## src/pkg/dvm_consts.vh

```
// Constants for the monitor output two channel: map, fields, resets
`ifndef DVM_CONSTS_VH
`define DVM_CONSTS_VH

// ****************************************
// Bus geometry
// ****************************************
`define DVM_IDX_W 14
`define DVM_DAC_W 12
`define DVM_DAC_FULL 12'hfff

// ****************************************
// Register indices (byte address = 4 * index)
// ****************************************
`define DVM_IDX_PHASE_A_VOLT 14'h017a
`define DVM_IDX_PHASE_B_VOLT 14'h017c
`define DVM_IDX_PHASE_C_VOLT 14'h017e
`define DVM_IDX_STATE_CODE 14'h0190
`define DVM_IDX_PULSE_SPEED 14'h0196
`define DVM_IDX_ANGLE_SINE 14'h01b6
`define DVM_IDX_ALPHA_CURR 14'h01d2
`define DVM_IDX_BETA_CURR 14'h01d4
`define DVM_IDX_ALPHA_VOLT 14'h01d6
`define DVM_IDX_BETA_VOLT 14'h01d8
`define DVM_IDX_D_CURR 14'h01e2
`define DVM_IDX_Q_CURR 14'h01e4
`define DVM_IDX_D_VOLT 14'h01e6
`define DVM_IDX_Q_VOLT 14'h01e8
`define DVM_IDX_MON_CONFIG 14'h00ec
`define DVM_IDX_MON_CODE 14'h00ee
`define DVM_IDX_IPD_STATUS 14'h03be
`define DVM_IDX_SUPPLY_CURR 14'h0410
`define DVM_IDX_PHASE_A_AMPS 14'h0440
`define DVM_IDX_PHASE_B_AMPS 14'h0442
`define DVM_IDX_PHASE_C_AMPS 14'h0444
`define DVM_IDX_CSA_GAIN 14'h0468
`define DVM_IDX_VSENSE_GAIN 14'h0472
`define DVM_IDX_SUPPLY_VOLT 14'h0474
`define DVM_IDX_ANGLE_COSINE 14'h04b8
`define DVM_IDX_ALIGN_TORQUE 14'h0524
`define DVM_IDX_OL_SPEED 14'h053c
`define DVM_IDX_OL_TORQUE 14'h054c
`define DVM_IDX_CL_SPEED 14'h05d2
`define DVM_IDX_CL_DIRECT 14'h0604
`define DVM_IDX_CL_TORQUE 14'h0606
`define DVM_IDX_SPIN_STATUS 14'h0680
`define DVM_IDX_SPIN_SPEED 14'h068a
`define DVM_IDX_INITIAL_POSITION_ANGLE 14'h0702
`define DVM_IDX_BEMF_D 14'h0748
`define DVM_IDX_BEMF_Q 14'h074a
`define DVM_IDX_EST_SPEED 14'h0758
`define DVM_IDX_EST_ANGLE 14'h075c

// ****************************************
// Configuration register fields
// ****************************************
`define DVM_ADDR_LSB 0
`define DVM_ADDR_MSB 13
`define DVM_POL_BIT 14
`define DVM_GAIN_LSB 15
`define DVM_GAIN_MSB 18
`define DVM_SHIFT_LSB 19
`define DVM_SHIFT_MSB 22
`define DVM_CFG_USED_MSB 22

// ****************************************
// Reset values
// ****************************************
`define DVM_ADDR_RST 14'h0000
`define DVM_POL_RST 1'h0
`define DVM_GAIN_RST 4'h8
`define DVM_SHIFT_RST 4'h0
`define DVM_CODE_RST 12'h800

// ****************************************
// Scaling constants
// ****************************************
`define DVM_ONE_PU 35'sh008000000
`define DVM_TWO_PU 35'sh010000000
`define DVM_ENUM_MAX 5'h1f

`endif

```

## src/logic/dvm_monitor_channel.v

```verilog
// Monitor output two channel: Wishbone registers, variable map, scaling
//
// Our own choice: the Wishbone slave port.
`timescale 1ns/100ps
`default_nettype none
`include "dvm_consts.vh"

module dvm_monitor_channel (
    // Clock and reset
    input wire clk,
    input wire srst,
    // Wishbone slave
    input wire wb_cyc_i,
    input wire wb_stb_i,
    input wire wb_we_i,
    input wire [31:0] wb_adr_i,
    input wire [3:0] wb_sel_i,
    input wire [31:0] wb_dat_i,
    output wire wb_ack_o,
    output reg [31:0] wb_dat_o,
    // Algorithm variables
    input wire [31:0] phaseATerminalVoltage,
    input wire [31:0] phaseBTerminalVoltage,
    input wire [31:0] phaseCTerminalVoltage,
    input wire [15:0] controlStateCode,
    input wire [31:0] pulseOutputRotorSpeed,
    input wire [31:0] commutationAngleSine,
    input wire [31:0] stationaryAlphaCurrent,
    input wire [31:0] stationaryBetaCurrent,
    input wire [31:0] stationaryAlphaVoltage,
    input wire [31:0] stationaryBetaVoltage,
    input wire [31:0] directAxisCurrent,
    input wire [31:0] quadratureAxisCurrent,
    input wire [31:0] directAxisVoltage,
    input wire [31:0] quadratureAxisVoltage,
    input wire [31:0] initialPositionDetectStatus,
    input wire [31:0] dcSupplyCurrentEst,
    input wire [31:0] phaseAMeasuredAmps,
    input wire [31:0] phaseBMeasuredAmps,
    input wire [31:0] phaseCMeasuredAmps,
    input wire [31:0] senseAmpGainReadback,
    input wire [31:0] voltageSenseGainReadback,
    input wire [31:0] supplyRailVoltageMeas,
    input wire [31:0] commutationAngleCosine,
    input wire [31:0] alignmentTorqueReference,
    input wire [31:0] openLoopSpeedTarget,
    input wire [31:0] openLoopTorqueReference,
    input wire [31:0] closedLoopSpeedTarget,
    input wire [31:0] closedLoopDirectReference,
    input wire [31:0] closedLoopTorqueReference,
    input wire [31:0] spinDetectStatus,
    input wire [31:0] spinDetectRotorSpeed,
    input wire [31:0] initialPositionAngle,
    input wire [31:0] backEmfDirectEst,
    input wire [31:0] backEmfQuadratureEst,
    input wire [31:0] estimatorRotorSpeed,
    input wire [31:0] estimatedRotorAngle,
    // Converter code
    output wire [`DVM_DAC_W-1:0] monitorOutputTwo
);

    // ****************************************
    // Configuration state
    // ****************************************
    reg [13:0] monitoredVariableAddress_q;
    reg outputPolaritySelect_q;
    reg [3:0] fractionalGainField_q;
    reg [3:0] enumerationShiftField_q;
    reg ack_q;
    reg [31:0] monitoredSample_q;

    wire [31:0] configWord;
    assign configWord = {9'h000, enumerationShiftField_q,
        fractionalGainField_q, outputPolaritySelect_q,
        monitoredVariableAddress_q};

    // ****************************************
    // Bus decode
    // ****************************************
    wire busReq;
    wire inRange;
    wire [13:0] busIdx;
    wire wordAligned;
    wire cfgHit;
    wire codeHit;
    wire [13:0] monIdx;

    assign busReq = wb_cyc_i & wb_stb_i & ~ack_q;
    assign busIdx = wb_adr_i[15:2];
    assign wordAligned = (wb_adr_i[1:0] == 2'h0);
    assign inRange = (wb_adr_i[31:16] == 16'h0000) & wordAligned;
    assign cfgHit = inRange & (busIdx == `DVM_IDX_MON_CONFIG);
    assign codeHit = inRange & (busIdx == `DVM_IDX_MON_CODE);
    assign monIdx = monitoredVariableAddress_q;

    // ****************************************
    // Variable map lookup
    // ****************************************
    // Two copies of one map, for the bus read path and the monitor
    // selector, so the monitored address space is the readable variable map.
    // Plain processes, so a variable change is seen while the index
    // stands still.
    reg busHit;
    reg [31:0] busData;
    reg monHit;
    reg [31:0] monData;

    always @* begin
        busHit = 1'b1;
        busData = 32'h00000000;
        if (busIdx == `DVM_IDX_PHASE_A_VOLT)
            busData = phaseATerminalVoltage;
        else if (busIdx == `DVM_IDX_PHASE_B_VOLT)
            busData = phaseBTerminalVoltage;
        else if (busIdx == `DVM_IDX_PHASE_C_VOLT)
            busData = phaseCTerminalVoltage;
        else if (busIdx == `DVM_IDX_STATE_CODE)
            busData = {16'h0000, controlStateCode};
        else if (busIdx == `DVM_IDX_PULSE_SPEED)
            busData = pulseOutputRotorSpeed;
        else if (busIdx == `DVM_IDX_ANGLE_SINE)
            busData = commutationAngleSine;
        else if (busIdx == `DVM_IDX_ALPHA_CURR)
            busData = stationaryAlphaCurrent;
        else if (busIdx == `DVM_IDX_BETA_CURR)
            busData = stationaryBetaCurrent;
        else if (busIdx == `DVM_IDX_ALPHA_VOLT)
            busData = stationaryAlphaVoltage;
        else if (busIdx == `DVM_IDX_BETA_VOLT)
            busData = stationaryBetaVoltage;
        else if (busIdx == `DVM_IDX_D_CURR)
            busData = directAxisCurrent;
        else if (busIdx == `DVM_IDX_Q_CURR)
            busData = quadratureAxisCurrent;
        else if (busIdx == `DVM_IDX_D_VOLT)
            busData = directAxisVoltage;
        else if (busIdx == `DVM_IDX_Q_VOLT)
            busData = quadratureAxisVoltage;
        else if (busIdx == `DVM_IDX_IPD_STATUS)
            busData = initialPositionDetectStatus;
        else if (busIdx == `DVM_IDX_SUPPLY_CURR)
            busData = dcSupplyCurrentEst;
        else if (busIdx == `DVM_IDX_PHASE_A_AMPS)
            busData = phaseAMeasuredAmps;
        else if (busIdx == `DVM_IDX_PHASE_B_AMPS)
            busData = phaseBMeasuredAmps;
        else if (busIdx == `DVM_IDX_PHASE_C_AMPS)
            busData = phaseCMeasuredAmps;
        else if (busIdx == `DVM_IDX_CSA_GAIN)
            busData = senseAmpGainReadback;
        else if (busIdx == `DVM_IDX_VSENSE_GAIN)
            busData = voltageSenseGainReadback;
        else if (busIdx == `DVM_IDX_SUPPLY_VOLT)
            busData = supplyRailVoltageMeas;
        else if (busIdx == `DVM_IDX_ANGLE_COSINE)
            busData = commutationAngleCosine;
        else if (busIdx == `DVM_IDX_ALIGN_TORQUE)
            busData = alignmentTorqueReference;
        else if (busIdx == `DVM_IDX_OL_SPEED)
            busData = openLoopSpeedTarget;
        else if (busIdx == `DVM_IDX_OL_TORQUE)
            busData = openLoopTorqueReference;
        else if (busIdx == `DVM_IDX_CL_SPEED)
            busData = closedLoopSpeedTarget;
        else if (busIdx == `DVM_IDX_CL_DIRECT)
            busData = closedLoopDirectReference;
        else if (busIdx == `DVM_IDX_CL_TORQUE)
            busData = closedLoopTorqueReference;
        else if (busIdx == `DVM_IDX_SPIN_STATUS)
            busData = spinDetectStatus;
        else if (busIdx == `DVM_IDX_SPIN_SPEED)
            busData = spinDetectRotorSpeed;
        else if (busIdx == `DVM_IDX_INITIAL_POSITION_ANGLE)
            busData = initialPositionAngle;
        else if (busIdx == `DVM_IDX_BEMF_D)
            busData = backEmfDirectEst;
        else if (busIdx == `DVM_IDX_BEMF_Q)
            busData = backEmfQuadratureEst;
        else if (busIdx == `DVM_IDX_EST_SPEED)
            busData = estimatorRotorSpeed;
        else if (busIdx == `DVM_IDX_EST_ANGLE)
            busData = estimatedRotorAngle;
        else
            busHit = 1'b0;
    end

    always @* begin
        monHit = 1'b1;
        monData = 32'h00000000;
        if (monIdx == `DVM_IDX_PHASE_A_VOLT)
            monData = phaseATerminalVoltage;
        else if (monIdx == `DVM_IDX_PHASE_B_VOLT)
            monData = phaseBTerminalVoltage;
        else if (monIdx == `DVM_IDX_PHASE_C_VOLT)
            monData = phaseCTerminalVoltage;
        else if (monIdx == `DVM_IDX_STATE_CODE)
            monData = {16'h0000, controlStateCode};
        else if (monIdx == `DVM_IDX_PULSE_SPEED)
            monData = pulseOutputRotorSpeed;
        else if (monIdx == `DVM_IDX_ANGLE_SINE)
            monData = commutationAngleSine;
        else if (monIdx == `DVM_IDX_ALPHA_CURR)
            monData = stationaryAlphaCurrent;
        else if (monIdx == `DVM_IDX_BETA_CURR)
            monData = stationaryBetaCurrent;
        else if (monIdx == `DVM_IDX_ALPHA_VOLT)
            monData = stationaryAlphaVoltage;
        else if (monIdx == `DVM_IDX_BETA_VOLT)
            monData = stationaryBetaVoltage;
        else if (monIdx == `DVM_IDX_D_CURR)
            monData = directAxisCurrent;
        else if (monIdx == `DVM_IDX_Q_CURR)
            monData = quadratureAxisCurrent;
        else if (monIdx == `DVM_IDX_D_VOLT)
            monData = directAxisVoltage;
        else if (monIdx == `DVM_IDX_Q_VOLT)
            monData = quadratureAxisVoltage;
        else if (monIdx == `DVM_IDX_IPD_STATUS)
            monData = initialPositionDetectStatus;
        else if (monIdx == `DVM_IDX_SUPPLY_CURR)
            monData = dcSupplyCurrentEst;
        else if (monIdx == `DVM_IDX_PHASE_A_AMPS)
            monData = phaseAMeasuredAmps;
        else if (monIdx == `DVM_IDX_PHASE_B_AMPS)
            monData = phaseBMeasuredAmps;
        else if (monIdx == `DVM_IDX_PHASE_C_AMPS)
            monData = phaseCMeasuredAmps;
        else if (monIdx == `DVM_IDX_CSA_GAIN)
            monData = senseAmpGainReadback;
        else if (monIdx == `DVM_IDX_VSENSE_GAIN)
            monData = voltageSenseGainReadback;
        else if (monIdx == `DVM_IDX_SUPPLY_VOLT)
            monData = supplyRailVoltageMeas;
        else if (monIdx == `DVM_IDX_ANGLE_COSINE)
            monData = commutationAngleCosine;
        else if (monIdx == `DVM_IDX_ALIGN_TORQUE)
            monData = alignmentTorqueReference;
        else if (monIdx == `DVM_IDX_OL_SPEED)
            monData = openLoopSpeedTarget;
        else if (monIdx == `DVM_IDX_OL_TORQUE)
            monData = openLoopTorqueReference;
        else if (monIdx == `DVM_IDX_CL_SPEED)
            monData = closedLoopSpeedTarget;
        else if (monIdx == `DVM_IDX_CL_DIRECT)
            monData = closedLoopDirectReference;
        else if (monIdx == `DVM_IDX_CL_TORQUE)
            monData = closedLoopTorqueReference;
        else if (monIdx == `DVM_IDX_SPIN_STATUS)
            monData = spinDetectStatus;
        else if (monIdx == `DVM_IDX_SPIN_SPEED)
            monData = spinDetectRotorSpeed;
        else if (monIdx == `DVM_IDX_INITIAL_POSITION_ANGLE)
            monData = initialPositionAngle;
        else if (monIdx == `DVM_IDX_BEMF_D)
            monData = backEmfDirectEst;
        else if (monIdx == `DVM_IDX_BEMF_Q)
            monData = backEmfQuadratureEst;
        else if (monIdx == `DVM_IDX_EST_SPEED)
            monData = estimatorRotorSpeed;
        else if (monIdx == `DVM_IDX_EST_ANGLE)
            monData = estimatedRotorAngle;
        else
            monHit = 1'b0;
    end

    // ****************************************
    // Acknowledge, one cycle after the request
    // ****************************************
    always @(posedge clk) begin
        if (srst)
            ack_q <= 1'b0;
        else
            ack_q <= busReq;
    end
    assign wb_ack_o = ack_q;

    // ****************************************
    // Configuration writes, byte lanes honoured
    // ****************************************
    // Writes to the variable map and to unmapped words are acknowledged
    // and dropped; the algorithm values are not ours to alter.
    always @(posedge clk) begin
        if (srst) begin
            monitoredVariableAddress_q <= `DVM_ADDR_RST;
            outputPolaritySelect_q <= `DVM_POL_RST;
            fractionalGainField_q <= `DVM_GAIN_RST;
            enumerationShiftField_q <= `DVM_SHIFT_RST;
        end else if (busReq & wb_we_i & cfgHit) begin
            if (wb_sel_i[0])
                monitoredVariableAddress_q[7:0] <= wb_dat_i[7:0];
            if (wb_sel_i[1]) begin
                monitoredVariableAddress_q[13:8] <= wb_dat_i[13:8];
                outputPolaritySelect_q <= wb_dat_i[`DVM_POL_BIT];
                fractionalGainField_q[0] <= wb_dat_i[`DVM_GAIN_LSB];
            end
            if (wb_sel_i[2]) begin
                fractionalGainField_q[3:1] <= wb_dat_i[18:16];
                enumerationShiftField_q <=
                    wb_dat_i[`DVM_SHIFT_MSB:`DVM_SHIFT_LSB];
            end
        end
    end

    // ****************************************
    // Read data
    // ****************************************
    always @(posedge clk) begin
        if (srst)
            wb_dat_o <= 32'h00000000;
        else if (busReq & ~wb_we_i) begin
            if (cfgHit)
                wb_dat_o <= configWord;
            else if (codeHit)
                wb_dat_o <= {20'h00000, monitorOutputTwo};
            else if (inRange & busHit)
                wb_dat_o <= busData;
            else
                wb_dat_o <= 32'h00000000;
        end
    end

    // ****************************************
    // Monitor sample and scaling
    // ****************************************
    // An unmapped monitor address gives a zero sample.
    always @(posedge clk) begin
        if (srst)
            monitoredSample_q <= 32'h00000000;
        else if (monHit)
            monitoredSample_q <= monData;
        else
            monitoredSample_q <= 32'h00000000;
    end

    dvm_scaler scaler (
        .clk(clk),
        .srst(srst),
        .sample(monitoredSample_q),
        .fractionalGainField(fractionalGainField_q),
        .enumerationShiftField(enumerationShiftField_q),
        .outputPolaritySelect(outputPolaritySelect_q),
        .monitorOutputTwo(monitorOutputTwo)
    );

endmodule
`default_nettype wire

```

## src/logic/dvm_scaler.v

```verilog
// Scales one monitored sample into a registered converter code
`timescale 1ns/100ps
`default_nettype none
`include "dvm_consts.vh"

module dvm_scaler (
    // Clock and reset
    input wire clk,
    input wire srst,
    // Sample and settings
    input wire [31:0] sample,
    input wire [3:0] fractionalGainField,
    input wire [3:0] enumerationShiftField,
    input wire outputPolaritySelect,
    // Converter code
    output reg [`DVM_DAC_W-1:0] monitorOutputTwo
);

    // ****************************************
    // Fractional path, sample is Q5.27 per unit
    // ****************************************
    wire signed [36:0] product;
    wire signed [34:0] scaled;
    wire signed [34:0] shifted;
    assign product = $signed(sample) * $signed({1'b0, fractionalGainField});
    assign scaled = {product[36], product[36:3]};
    assign shifted = scaled + `DVM_ONE_PU;

    // ****************************************
    // Enumeration path
    // ****************************************
    wire [4:0] enumValue;
    wire [19:0] enumShifted;
    assign enumValue = sample[31] ? 5'h00 :
        (|sample[30:5]) ? `DVM_ENUM_MAX : sample[4:0];
    assign enumShifted = {15'h0000, enumValue} << enumerationShiftField;

    // ****************************************
    // Output code
    // ****************************************
    reg [`DVM_DAC_W-1:0] code_d;
    always @* begin
        code_d = {`DVM_DAC_W{1'b0}};
        if (fractionalGainField == 4'h0) begin
            if (|enumShifted[19:12])
                code_d = `DVM_DAC_FULL;
            else
                code_d = enumShifted[11:0];
        end else if (outputPolaritySelect) begin
            if (scaled < 35'sh0)
                code_d = 12'h000;
            else if (scaled >= `DVM_ONE_PU)
                code_d = `DVM_DAC_FULL;
            else
                code_d = scaled[26:15];
        end else begin
            if (shifted < 35'sh0)
                code_d = 12'h000;
            else if (shifted >= `DVM_TWO_PU)
                code_d = `DVM_DAC_FULL;
            else
                code_d = shifted[27:16];
        end
    end

    always @(posedge clk) begin
        if (srst)
            monitorOutputTwo <= `DVM_CODE_RST;
        else
            monitorOutputTwo <= code_d;
    end

endmodule
`default_nettype wire

```

## config.mk

```make
export PLATFORM = sky130hd
export DESIGN_NAME = dvm_monitor_channel
export DESIGN_NICKNAME = d
export VERILOG_FILES = /design/src/logic/dvm_monitor_channel.v /design/src/logic/dvm_scaler.v
export VERILOG_INCLUDE_DIRS = /design/src /design/src/pkg
export SDC_FILE = /design/constraint.sdc
export NUM_CORES = 2
export LEC_CHECK = 0
export ABC_AREA = 0
export ABC_CLOCK_PERIOD_IN_PS = 7500
export BUFFER_PORTS_ARGS = -buffer_cell sky130_fd_sc_hd__buf_2
export CAP_MARGIN = 20
export CORE_AREA = 2 2 490 492
export DETAILED_ROUTE_END_ITERATION = 8
export DIE_AREA = 0 0 492 494
export PLACE_DENSITY_LB_ADDON = 0.2
export SETUP_SLACK_MARGIN = 0.05
export SYNTH_ARGS = -nofsm -noshare
export SYNTH_HDL_FRONTEND = slang
export SYNTH_SLANG_ARGS = --single-unit
export TNS_END_PERCENT = 10
```

## constraint.sdc

```tcl
create_clock -name clk -period 7.5 [get_ports clk]
set_clock_uncertainty 0.2 [all_clocks]
set_input_delay 1.5 -clock clk [delete_from_list [all_inputs] [get_ports clk]]
set_output_delay 1.5 -clock clk [all_outputs]
set_load 0.1 [all_outputs]
```

==> flow_summary.json <==
{
  "cp-start-kind": "flip-flop",
  "wl_per_cell_um": 50.7,
  "drive_gt1_share_pct": 33.5,
  "clock-sinks": 100,
  "powerDensity_nw_per_um2": 47.1,
  "drt_iter0_markers": 8179,
  "critical_path.max_stage_delay_ps": 480,
  "leakagePower_nw": 17.0,
  "area_growth_pct": 48.4,
  "cts_root_buffer": "clkbuf_16",
  "post_cts_buffers": 0,
  "rsz0062_at_grt": "no",
  "drt-pass1-iter-count": 9,
  "syn-cell-area_um2": 28100,
  "synth_compound_area_share_pct": 49.3,
  "violations": "DRC",
  "crit_fanout": 21,
  "synthFlopType": "dfxtp_1",
  "die_h_um": 494,
  "cts_resized": 0,
  "wl_met2_mm": 205,
  "grt_antenna_before_repair": 501,
  "grt_pass1_vias": 47638,
  "ios": 1254,
  "fin_util_pct": 17.6,
  "dr_wl_met3_mm": 43.7,
  "crit_path_frequent_cell": "ha_1",
  "drt-met1-wl_mm": 162,
  "worstSetupEndpointType": "flip-flop",
  "ys_top_cells_by_count": "nand2_1 (420), nor2_1 (348), a21oi_1 (322)",
  "clock.fmax_mhz": 142,
  "numPortBuffers": 1243,
  "required_ps": 7630,
  "synthAdderAreaFrac_pct": 7.84,
  "tightest_slew_ps": 1340,
  "cap_violations": 0,
  "yosys.area.top_type_share_pct": 7.13,
  "slowest_stage": "fa_1",
  "overflow": 0,
  "vias": 51659,
  "dp_hpwl_mm": 393,
  "period_needed_ps": 7030,
  "start_util_pct": 11.8,
  "htree_levels": 3,
  "maxSlewViolCount": 0,
  "core_area_um2": 237000,
  "fin_setup_tns_ps": 0,
  "finalSetupViolations": 0,
  "synthArstFlopShare_pct": 0,
  "arrival_ps": 7160,
  "clk_path_buf_depth": 2,
  "ys_types": 105,
  "min_from": "wb_dat_o[28]",
  "clk_pin_slew_worst_paths_ps": 90,
  "worstSetupStartpoint": "fractionalGainField_q[2]",
  "cts_tree": "built",
  "grt_max_degree": 37,
  "peakVddDrop_mv": 0.0990,
  "rows": 179,
  "synth_mux_area_share_pct": 1.40,
  "yosys_warnings": 0,
  "gp_congestion": 1.05,
  "synth_seq_cells": 100,
  "antenna_left": 0,
  "relSlewSlack_pct": 10.5,
  "yosys.area_share.simple_pct": 26.1,
  "hold_violations": 0,
  "post-synth-top-count-cell": "nand2_1",
  "routed.top_layer": "met5",
  "clk_latency_ps": 440,
  "drc": 10,
  "synthTopCellsByArea": "dfxtp_1 (7.1%), a221oi_1 (5.8%), a21oi_1 (5.7%)",
  "nets": 6878,
  "synth_seq_area_share_pct": 7.13,
  "numCtsBuffers": 9,
  "wl_mm": 454,
  "synth_edf_count": 0,
  "finalCritPeriodShare_pct": 93.7,
  "crit_type": "reg -> reg",
  "grt_pass1_wl_mm": 558,
  "synthXorXnorAreaFrac_pct": 0.748,
  "r2r-start": "fractionalGainField_q[2]",
  "grtUsageTotal_pct": 35.4,
  "hold_class": "reg -> reg",
  "viasPerCell": 5.77,
  "synth_nets": 5538,
  "synth_top_family_by_area": "compound AO/OA/AOI/OAI gates",
  "cts_hold_buf": 0,
  "avgSynthCellArea_um2": 6.70,
  "die_area_um2": 243000,
  "synth_area_leader_cell": "dfxtp_1",
  "synthCells": 4192,
  "die_x_um": 492,
  "status": "finished, violations left"
}
==> cell usage in the layout (no fill, tap or decap), types with 73 or more instances in the layout <==
master       n
a22oi_1    189
o22ai_1    193
buf_2     1243
o21ai_0    253
a221oi_1   185
buf_4      440
diode_2    251
nor2_1     318
and2_1     116
dfxtp_1     98
a21oi_1    322
a222oi_1    93
nand2_1    420
inv_1      152
nand4_1     73
o221ai_1   128
nor3_1      93
nand3_1    105
==> per-stage QoR <==
step | hold slack [ps] | cell area, um2 | instances | power [W] | setup slack, ps
5_1_grt | 281 | 41400 | 8850 | 0.00196 | 55.3
3_5_place_dp | 246 | 40700 | 8685 | 0.00139 | 338
3_3_place_gp | 239 | 40700 | 8684 | 0.00139 | 441
2_1_floorplan | 249 | 28100 | 4192 | 0.000636 | 1220
4_1_cts | 266 | 41000 | 8701 | 0.00193 | 318
6_report | 270 | 41700 | 8955 | 0.00196 | 469
==> where the power goes <==
group	total, W	switching (W)	leakage, nW	internal (W)
sequential	0.000534	0.00000169	0.806	0.000532
clock	0.000539	0.000304	0.147	0.000235
combinational	0.000888	0.000617	16.0	0.000271
==> registers in the layout, summed over array words and instances (netlist names) <==
signal	count
monIdx	14
enumerationShiftField_q	4
outputPolaritySelect_q	1
scaler.monitorOutputTwo	12
monitoredSample_q	32
wb_ack_o	1
fractionalGainField_q	4
wb_dat_o	32
==> area by class of cell <==
| cell class | count | area (um2) |
|---|---|---|
| Inverter | 152 | 571 |
| Sequential cell | 100 | 2010 |
| Multi-Input combinational cell | 3565 | 24300 |
| Clock inverter | 7 | 67.6 |
| Timing Repair Buffer | 1704 | 9920 |
| Antenna cell | 251 | 628 |
| Tap cell | 3167 | 3960 |
| Fill cell | 27807 | 196000 |
| Clock buffer | 9 | 225 |
==> per-layer routing <==
| metal | vias up | GRT usage (%) |
|---|---|---|
| li1 | 19876 | - |
| met1 | 25740 | 39.3 |
| met2 | 4517 | 56.0 |
| met3 | 1364 | 9.50 |
| met4 | 162 | 30.8 |
| met5 | - | 0 |
==> cell families after synthesis <==
family	count (synthesis)
mux	38
buf+inv	527
compound gates	1929
fa+ha+maj	137
flops	100
simple gates	1437
xor+xnor	24
==> worst max-delay path: cells and delay by family (launching register included) <==
kind / cells / cell delay [ps]
multiplexers: 1 / 250
flip-flops: 1 / 330
AO/OA/AOI/OAI: 8 / 2240
buffers and inverters: 4 / 410
adder cells (fa/ha/maj): 5 / 1780
AND/OR/NAND/NOR: 8 / 1690
==> path summary, 6_finish.rpt <==
path | to | slack (ps) | cells past startpoint
max | scaler.monitorOutputTwo[5] | 470 | 26
min | wb_dat_o[28] | 270 | 2
max reg2reg | scaler.monitorOutputTwo[5] | 470 | 26
min reg2reg | wb_dat_o[28] | 270 | 2
No activity file was read; power rests on OpenSTA's default activity.
